`src/logic/adc_pipe_pkg.sv`:
```
// Package for the sample output pipeline of a 10-bit sampling converter.
// Assumes one system clock at 100 MHz; the conversion clock arrives as a synchronous input.
package adc_pipe_pkg;

  localparam int unsigned CODE_W         = 10;
  localparam int unsigned PIPE_DEPTH     = 2;
  localparam logic [9:0]  CODE_ZERO      = 10'h000;
  localparam logic [9:0]  CODE_FULL      = 10'h3FF;
  localparam int unsigned SYS_CLK_MHZ    = 100;
  localparam int unsigned WAKE_NS        = 700;
  localparam int unsigned WAKE_CYCLES    = (WAKE_NS * SYS_CLK_MHZ + 999) / 1000;
  localparam int unsigned WAKE_W         = 7;
  localparam logic [6:0]  WAKE_LOAD      = 7'(WAKE_CYCLES);
  localparam logic [6:0]  WAKE_ZERO      = 7'h00;
  localparam logic [6:0]  WAKE_ONE       = 7'h01;

  typedef enum logic [1:0] {
    ST_RUN   = 2'b01,
    ST_SLEEP = 2'b10
  } pwr_state_t;

endpackage : adc_pipe_pkg

```
`src/logic/adc_pipe_stage.sv`:
```
// One pipeline register stage for converted codes.
// Assumes an advance enable that pulses once per conversion clock fall.
`timescale 1ns/1ps
module adc_pipe_stage
  import adc_pipe_pkg::*;
(
  input  wire logic              sys_clk,
  input  wire logic              rst,
  input  wire logic              advance,
  input  wire logic [CODE_W-1:0] code_in,
  output logic      [CODE_W-1:0] code_out
);

  typedef struct packed {
    logic [CODE_W-1:0] code;
  } stage_state_t;

  stage_state_t s_q;
  stage_state_t s_d;

  always_comb begin
    s_d = s_q;
    if (advance) begin
      s_d.code = code_in;
    end
  end

  always_ff @(posedge sys_clk) begin
    if (rst) begin
      s_q.code <= CODE_ZERO;
    end else begin
      s_q <= s_d;
    end
  end

  assign code_out = s_q.code;

endmodule : adc_pipe_stage

```
`src/logic/adc_sample_output_pipeline.sv`:
```
// Digital side of a 10-bit sampling converter: sample, two-stage pipeline, output drivers.
// Assumes conv_clk, power_down_pin and oe_n are synchronous to sys_clk, and that the
// analog front end delivers a raw code with under- and over-range flags.
`timescale 1ns/1ps

module adc_sample_output_pipeline
  import adc_pipe_pkg::*;
(
  input  wire logic              sys_clk,
  input  wire logic              rst,
  input  wire logic              conv_clk,
  input  wire logic              power_down_pin,
  input  wire logic              oe_n,
  input  wire logic [CODE_W-1:0] analog_input,
  input  wire logic              below_range,
  input  wire logic              above_range,
  output logic      [CODE_W-1:0] data_out,
  output logic      [CODE_W-1:0] data_oe_n,
  output logic                   data_valid,
  output logic                   wake_settled
);

  // ===========================================================================
  // State
  // ===========================================================================
  typedef struct packed {
    logic              clk_prev;
    pwr_state_t        pwr;
    logic [CODE_W-1:0] sample;
    logic [1:0]        fill;
    logic [CODE_W-1:0] out;
    logic [WAKE_W-1:0] wake_cnt;
  } top_state_t;

  top_state_t s_q;
  top_state_t s_d;

  logic              fall;
  logic              advance;
  logic [CODE_W-1:0] clamped;
  logic [CODE_W-1:0] stage_code;

  // ===========================================================================
  // Sampling and clamping
  // ===========================================================================
  assign fall    = s_q.clk_prev & ~conv_clk;
  assign advance = fall & (s_q.pwr == ST_RUN);

  always_comb begin
    if (below_range) begin
      clamped = CODE_ZERO;
    end else if (above_range) begin
      clamped = CODE_FULL;
    end else begin
      clamped = analog_input;
    end
  end

  // The sample register is the first of two pipeline stages; the second is the
  // stage module, whose output is copied into the output register on the fall.
  adc_pipe_stage u_stage (
    .sys_clk  (sys_clk),
    .rst      (rst),
    .advance  (advance),
    .code_in  (s_q.sample),
    .code_out (stage_code)
  );

  // ===========================================================================
  // Next state
  // ===========================================================================
  always_comb begin
    s_d          = s_q;
    s_d.clk_prev = conv_clk;
    case (s_q.pwr)
      ST_RUN: begin
        if (power_down_pin) begin
          s_d.pwr  = ST_SLEEP;
          s_d.fill = 2'b00;
        end
      end
      ST_SLEEP: begin
        if (!power_down_pin) begin
          s_d.pwr      = ST_RUN;
          s_d.wake_cnt = WAKE_LOAD;
        end
      end
      default: begin
        s_d.pwr = ST_SLEEP;
      end
    endcase
    if (advance) begin
      s_d.sample = clamped;
      s_d.out    = stage_code;
      if (s_q.fill != 2'(PIPE_DEPTH)) begin
        s_d.fill = s_q.fill + 2'b01;
      end
    end
    if (s_q.pwr == ST_RUN && s_q.wake_cnt != WAKE_ZERO) begin
      s_d.wake_cnt = s_q.wake_cnt - WAKE_ONE;
    end
  end

  always_ff @(posedge sys_clk) begin
    if (rst) begin
      s_q.clk_prev <= 1'b0;
      s_q.pwr      <= ST_SLEEP;
      s_q.sample   <= CODE_ZERO;
      s_q.fill     <= 2'b00;
      s_q.out      <= CODE_ZERO;
      s_q.wake_cnt <= WAKE_ZERO;
    end else begin
      s_q <= s_d;
    end
  end

  // ===========================================================================
  // Outputs
  // ===========================================================================
  logic drive;
  assign drive      = ~oe_n & ~power_down_pin;
  assign data_out   = s_q.out;
  assign data_oe_n  = {CODE_W{~drive}};
  assign data_valid = (s_q.pwr == ST_RUN) && (s_q.fill == 2'(PIPE_DEPTH));
  assign wake_settled = (s_q.pwr == ST_RUN) && (s_q.wake_cnt == WAKE_ZERO);

endmodule : adc_sample_output_pipeline

```
`config.mk`:
```
export PLATFORM = sky130hd
export DESIGN_NAME = adc_sample_output_pipeline
export DESIGN_NICKNAME = d
export VERILOG_FILES = /design/src/logic/adc_pipe_pkg.sv /design/src/logic/adc_pipe_stage.sv /design/src/logic/adc_sample_output_pipeline.sv
export SDC_FILE = /design/constraint.sdc
export NUM_CORES = 1
export LEC_CHECK = 0
export BUFFER_PORTS_ARGS = -buffer_cell sky130_fd_sc_hd__buf_2
export CORE_AREA = 8 8 71 73
export DETAILED_ROUTE_END_ITERATION = 10
export DIE_AREA = 0 0 79 81
export PLACE_DENSITY = 0.72
export SKIP_CTS_REPAIR_TIMING = 1
export SYNTH_ARGS = -nofsm -noshare
export SYNTH_HDL_FRONTEND = slang
export SYNTH_SLANG_ARGS = --single-unit
```
`constraint.sdc`:
```
create_clock -name sys_clk -period 3.8 [get_ports sys_clk]
set_clock_uncertainty 0.2 [all_clocks]
set_input_delay 0.38 -clock sys_clk [delete_from_list [all_inputs] [get_ports sys_clk]]
set_output_delay 0.38 -clock sys_clk [all_outputs]
set_load 0.05 [all_outputs]
```
; ---- After elaboration in Yosys (flattened, before gate mapping)
; Index checks and enable logic that the tools add are counted.
[totals]
regBits = 42
latch_bits = 0
rom_bits = 0
n_memories = 0
elab_cells = 43
ramBits = 0
[classes]
n_reduce_logical = 8
n_mux = 12
order_cmp = 0
addsub = 2
n_bitwise = 7
shift = 0
eq_ne = 7
mul = 0
div = 0
[ops]
columns = operator, n
row1 = two-way mux 7 bit, 3
row2 = two-way mux 10 bit, 2
row3 = two-way mux 12 bit, 1
row4 = two-way mux 2 bit, 5
row5 = logical NOT 7 bit, 1
row6 = nonzero test 7 bit, 1
row7 = subtractor 7 x 1 -> 7 bit (second input constant), 1
row8 = inequality test 2 bit (second input constant), 3
row9 = equality test 2 bit (second input constant), 2
row10 = inverter 1 bit, 4
row11 = case mux 2 bit (2 select lines), 1
row12 = AND reduction 2 bit, 2
row13 = bitwise AND 1 bit, 3
row14 = logical AND 1 bit, 3
row15 = adder 2 x 1 -> 2 bit (second input constant), 1
row16 = equality test 2 x 1 -> 1 bit (second input constant), 1
row17 = inequality test 2 x 1 -> 1 bit (second input constant), 1
row18 = nonzero test 2 bit, 1

; ---- Longest topological paths before layout
; Gate-level depths: netlist of run 1.
[depth]
depth_word = 4
depth_mapped = 5

; ---- Cells and area by module
; Synthesis of run 1 repeated with hierarchy kept, for this count alone.
[unflattened]
cells_unflattened = 222
hier_area_um2 = 1901.8
[by_module_without_submodules]
columns = module, seq_area_each_um2, instances, cells_per_inst, area_each_um2
row1 = adc_sample_output_pipeline, 640.6, 1, 190, 1549.0
row2 = adc_pipe_stage, 200.2, 1, 32, 352.8

; ---- Worst setup path before layout of run 1
; OpenSTA, ideal clock, no wires.
[synth_path]
path_type = reg2out
from = register s_q[30] in the netlist's numbering
to = output port data_valid
t_arrival_ns = 1.578
n_path_buf = 0
path_stages_with_launch = 3
required_time_ns = 3.220
slack_ns = 1.642
path_cell_list = dfxtp_1 > nand2b_1 > nor3_1
[synth_via]
elab_chain_cells = 2
[synth_rtl]
columns = item, line_no
row1 = start: declaration, adc_sample_output_pipeline.sv:35  ; top_state_t s_q;
row2 = equality test 2 x 1 -> 1 bit, adc_sample_output_pipeline.sv:124  ; assign data_valid = (s_q.pwr == ST_RUN) && (s_q.fill == 2'(PIPE_DEPTH));
row3 = logical AND 1 bit, adc_sample_output_pipeline.sv:124
row4 = end: declaration, adc_sample_output_pipeline.sv:19  ; output logic data_valid,
; Every way passes these cells.

; ---- Worst setup path in the final report of run 1
[layout_path]
from = register s_q[2] in the netlist's numbering
to = output port wake_settled
[layout_via]
elab_chain_cells = 2
[layout_rtl]
columns = item, line_no
row1 = logical NOT 7 bit, adc_sample_output_pipeline.sv:125  ; assign wake_settled = (s_q.pwr == ST_RUN) && (s_q.wake_cnt == WAKE_ZERO);
row2 = logical AND 1 bit, adc_sample_output_pipeline.sv:125
row3 = end: declaration, adc_sample_output_pipeline.sv:20  ; output logic wake_settled
; Every way passes these cells.

==> flow_metrics.env, run 1 <==
export IMPL_maxCapViolCount=0
export IMPL_drtIter0Drc=67
export IMPL_multi_input_area_um2=835.8
export IMPL_grt_antenna_before_repair=0
export IMPL_clockBufferDepth=2
export IMPL_coreArea_mm2=0.003914
export IMPL_nets=266
export IMPL_power_density_mw_per_mm2=427.3
export IMPL_avgSynthCellArea_um2=8.149
export IMPL_hold_start="conv_clk"
export IMPL_fp_dieArea_mm2=0.006399
export IMPL_routedWlPerCell_um=12.61
export IMPL_drive_gt1_frac=0.2298
export IMPL_setup_viol=0
export IMPL_tightest_slew_ns=0.9143
export IMPL_num_vias=1493
export IMPL_overflow=0
export IMPL_min_to="s_q[31]"
export IMPL_dr_pass1_iters=4
export IMPL_numCtsBuffers=5
export IMPL_fmax_ghz=0.4367
export IMPL_first_global_vias=1432
export IMPL_finalWeightedCongestion=0.8072
export IMPL_place_ws_ns=1.410
export IMPL_slew_violations=0
export IMPL_max_slew_margin=0.3870
export IMPL_outcome="complete, no violations"
export IMPL_p_leak_nw=0.8162
export IMPL_tritoncts="yes"
export IMPL_synth_flop_cell="dfxtp_1"
export IMPL_grt_pass1_wl_um=6465
export IMPL_synthTopCellsByCount="nand2_1, dfxtp_1, a21oi_1"
export IMPL_rows=23
export IMPL_drc=0
export IMPL_synth_most_common_cell="nand2_1"
export IMPL_antenna_cells=0
export IMPL_syn2layout_area_growth_pct=9.398
export IMPL_r2r_slack_ns=1.54
export IMPL_hold_viol=0
export IMPL_synthArstFlopShare=0
export IMPL_synth_edff_count=0
export IMPL_track_usage=0.1252
export IMPL_cp_end_kind="output port"
export IMPL_synth_area_leaders="dfxtp_1, nand2_1, a21oi_1"
export IMPL_synthCells=232
export IMPL_clockRootBuffer="clkbuf_8"
export IMPL_yosys_warnings=0
export IMPL_htreeDepth=2
export IMPL_initial_utilization=0.4831
export IMPL_critPathArrivalTime_ns=1.71
export IMPL_register_area_um2=840.8
export IMPL_mappedNetlistNets=251
export IMPL_synth_seq_cells=42
export IMPL_ios=39
export IMPL_setup_tns_ns=0
export IMPL_fin_crit_ns=2.290
export IMPL_avgViaCountPerCell=5.010
export IMPL_ys_seq_area_frac=0.4447
export IMPL_rsz0062_at_grt="false"
export IMPL_synth_top_area_share=0.4447
export IMPL_netlist_area_mm2=0.001891
export IMPL_clock_latency_ns=0.30
export IMPL_ant_nets=0
export IMPL_r2r_end="s_q[24]"
export IMPL_cp_max_fo=7
export IMPL_fillers=417
export IMPL_worst_slack_ns=1.510
export IMPL_die_width_um=79
export IMPL_finalPower_uw=883.8
export IMPL_post_route_period_util=0.6026
export IMPL_cts_clk_slew_worst_paths_ns=0.08
export IMPL_crit_type="reg -> out"
export IMPL_portBuffers=38
export IMPL_drt_wl_total_um=3757
export IMPL_worstRegToRegCells=3
export IMPL_cp_required_ns=3.22
export IMPL_rr_startpoint="s_q[29]"
export IMPL_start_kind="flop"
export IMPL_irDropWorstVdd_uv=278.4
export IMPL_grt_max_degree=47
export IMPL_chipHeight_um=81
export IMPL_hp_class="in -> reg"
export IMPL_synth_cell_types=33
export IMPL_post_dp_hpwl_um=2650
export IMPL_min_delay_path_depth=2
export IMPL_cts_sinks=42
export IMPL_yosysTopAreaCell="dfxtp_1"
-- logic make-up (layout without fill, tap and decap cells) --
| kind of cell | Yosys count | in the layout | share of synthesized area |
|---|---|---|---|
| AOI/OAI and AO/OA | 43 | 43 | 0.1304 |
| adders and majority gates | 2 | 2 | 0.01323 |
| buffers and inverters | 37 | 53 | 0.1132 |
| DFF | 42 | 42 | 0.4447 |
| muxes | 5 | 5 | 0.02978 |
| and+or+nand+nor | 103 | 103 | 0.2687 |
-- per-stage QoR --
step | std cells | instance area (um^2) | utilization | hold WS [ns]
after floorplan | 232 | 1891 | - | 0.2321
after global placement | 290 | 1959 | 0.5006 | 0.2394
after detailed placement | 290 | 1959 | 0.5006 | 0.2448
after CTS | 298 | 2068 | 0.5285 | 0.1063
after global routing | 298 | 2068 | 0.5285 | 0.1455
final | 298 | 2068 | 0.5285 | 0.1123
-- where the power goes --
group / total [mW] / switching [mW] / internal, mW
Combinational: 0.0803 / 0.0534 / 0.0269
Sequential: 0.453 / 0.00685 / 0.446
Clock: 0.351 / 0.157 / 0.193
-- layer usage --
metal	vias up	wire length (um)	track usage
met3	8	197	0.04636
met1	671	1677	0.1381
met5	-	0	0
met4	0	65	0.05556
met2	22	1817	0.2120
li1	792	-	-
-- worst max-delay path by stage --
stage	from	end	slack, ns	cells past startpoint
3_5_place_dp	conv_clk	s_q[24]	1.41	4
6_report	s_q[2]	wake_settled	1.51	3
5_1_grt	s_q[29]	s_q[17]	1.32	4
4_1_cts	s_q[2]	wake_settled	1.49	3
2_1_floorplan	s_q[30]	data_valid	1.64	2
3_3_place_gp	conv_clk	s_q[27]	1.48	4
-- worst max-delay path, cell delays in order (launching register included) --
cell and delay, ns:
dfxtp_1 0.37, nor4_2 0.54, and3_1 0.25, buf_2 0.26
-- registers in the layout, indices dropped and copies added (netlist names) --
name / flops
data_out: 10
s_q: 22
u_stage.code_out: 10
-- layout by cell type, fill, tap and decap left out, drive strengths merged --
cell	count
nor3	2
or3b	1
o211ai	1
nor3b	4
nor2	17
nand2b	2
and4b	1
and4bb	1
or2	2
clkbuf	5
and3	2
nand4bb	1
or3	12
nand2	50
buf	39
bufinv	1
mux2	5
a21oi	34
a41o	1
inv	6
nor2b	3
and3b	1
a221o	1
nor4	2
o311a	1
dfxtp	42
a211oi	4
ha	2
nand3	1
a311oi	1
or4b	1
clkinv	2
-- area by class of cell --
class / count / area share
clock buffers: 5 / 0.03327
inverters: 6 / 0.01089
multi-input cells: 153 / 0.4041
clock inverters: 3 / 0.01936
well taps: 50 / 0.03025
flip-flops and latches: 42 / 0.4065
repair buffers: 39 / 0.09558
Power figures use the tool's default switching activity.
==> run 2: changes to the inputs <==
- clock period: 3.8 -> 2.2 ns (I/O delays scaled with it)
==> run 2 against run 1 <==
Register-to-register slack got worse by 1.2 ns. Critical path depth is 2 higher. Global-route usage shrank 0.50 points. Total power is 63% higher. Sequential cell count did not move. Routed wire length is 2.3% lower. Non-clock buffer count rose by 4. Clock-buffer cell count up 1. Sequential power is 73% higher. Core utilization up 0.48 points. Die area is the same.
==> flow_metrics.env, run 2 (same netlist as run 1, synthesis figures left out) <==
export IMPL_outcome="complete, no violations"
export IMPL_num_vias=1512
export IMPL_slew_violations=0
export IMPL_fp_dieArea_mm2=0.006399
export IMPL_worstRegToRegCells=3
export IMPL_post_route_period_util=0.9222
export IMPL_setup_tns_ns=0
export IMPL_grt_pass1_wl_um=6182
export IMPL_numCtsBuffers=5
export IMPL_holdWs_ns=0.0002197
export IMPL_coreArea_mm2=0.003914
export IMPL_multi_input_area_um2=835.8
export IMPL_finalWeightedCongestion=0.8805
export IMPL_hold_viol=0
export IMPL_post_dp_hpwl_um=2608
export IMPL_grt_max_degree=43
export IMPL_maxCapViolCount=0
export IMPL_clockBufferDepth=2
export IMPL_slowest_delay_ns=0.32
export IMPL_ant_nets=0
export IMPL_route_met3_wl_um=159
export IMPL_register_area_um2=840.8
export IMPL_drive_gt1_frac=0.2381
export IMPL_tightest_slew_ns=0.4735
export IMPL_cp_max_fo=5
export IMPL_fmax_ghz=0.4929
export IMPL_irDropWorstVdd_uv=360.7
export IMPL_chipHeight_um=81
export IMPL_max_slew_margin=0.6844
export IMPL_worst_slack_ns=0.1712
export IMPL_antenna_cells=0
export IMPL_dr_max_layer_used="met4"
export IMPL_final_common_cell="nand2_1"
export IMPL_finalPower_mw=1.438
export IMPL_power_density_mw_per_mm2=689.0
export IMPL_clockRootBuffer="clkbuf_8"
export IMPL_first_global_vias=1438
export IMPL_clock_latency_ns=0.29
export IMPL_overflow=0
export IMPL_cp_required_ns=1.78
export IMPL_fin_crit_ns=2.029
export IMPL_fillers=415
export IMPL_rsz0062_at_grt="false"
export IMPL_track_usage=0.1202
export IMPL_cts_sinks=42
export IMPL_grt_antenna_before_repair=0
export IMPL_portBuffers=38
export IMPL_rows=23
export IMPL_syn2layout_area_growth_pct=10.39
export IMPL_stdcell_area_mm2=0.002087
export IMPL_hp_class="in -> reg"
export IMPL_initial_utilization=0.4831
export IMPL_slowest_stage="dfxtp_1"
export IMPL_top_register="s_q"
export IMPL_nets=270
export IMPL_crit_type="reg -> out"
export IMPL_die_width_um=79
export IMPL_cts_clk_slew_worst_paths_ns=0.07
export IMPL_tritoncts="yes"
export IMPL_min_delay_path_depth=2
export IMPL_largest_reg_flops=22
export IMPL_drc=0
export IMPL_start_kind="flop"
export IMPL_routedWlPerCell_um=12.16
export IMPL_layout_common_cells="nand2_1, dfxtp_1, buf_2"
export IMPL_critPathArrivalTime_ns=1.61
export IMPL_ios=39
export IMPL_cp_end_kind="output port"
export IMPL_drtIter0Drc=97
export IMPL_dr_wl_met2_um=1841
export IMPL_placed_cell_area_mm2=0.001982
export IMPL_wl_met1_um=1612
export IMPL_crit_chain="inv_1 > ha_1 > nor2b_1 > and3_1 > buf_2"
export IMPL_place_ws_ns=0.3682
export IMPL_dr_pass1_iters=4
export IMPL_drt_wl_total_um=3672
export IMPL_setup_viol=0
export IMPL_htreeDepth=2
export IMPL_avgViaCountPerCell=5.007
export IMPL_p_leak_nw=0.8239
run 2: changes by cell type in the layout (fill, tap and decap cells not counted), sizes merged:
| cell | before | now |
|---|---|---|
| clkbuf | 5 | 6 |
| clkinv | 2 | 1 |
| clkinvlp | 0 | 1 |
| dlygate4sd3 | 0 | 1 |
| bufinv | 1 | 0 |
| buf | 39 | 42 |
run 2: routing by layer:
layer	vias to the layer above	GRT usage
met5	-	0
met4	0	0.05000
met3	5	0.04415
met2	24	0.2120
met1	682	0.1272
li1	801	-
run 2: through the flow:
stage	util	cells
after floorplan	-	232
after global placement	0.5064	293
after detailed placement	0.5064	293
after CTS	0.5307	301
after global routing	0.5332	302
final	0.5332	302
run 2: final timing paths:
check | start | to | slack, ns
worst max-delay path | s_q[0] | wake_settled | 0.17
worst min-delay path | power_down_pin | s_q[29] | 0.0002
worst max register to register | s_q[29] | s_q[5] | 0.35
worst min register to register | data_out[2] | data_out[2] | 0.25
run 2: critical path, delay by kind of cell, from the launching register on:
family | cells | cell delay [ns]
DFF | 1 | 0.32
and+or+nand+nor | 2 | 0.47
buffers and inverters | 2 | 0.36
adders and majority gates | 1 | 0.16
run 2: final cells by class:
cell class | count | area share
Clock buffer | 6 | 0.03957
Clock inverter | 2 | 0.005995
Inverter | 6 | 0.01079
Multi-Input combinational cell | 153 | 0.4005
Sequential cell | 42 | 0.4029
Tap cell | 50 | 0.02998
Timing Repair Buffer | 43 | 0.1103
run 2: power breakdown:
part	switching [mW]	internal, mW	total, mW
logic	0.0949	0.0535	0.148
clock network	0.255	0.252	0.507
registers	0.0123	0.770	0.782
total	0.362	1.08	1.44
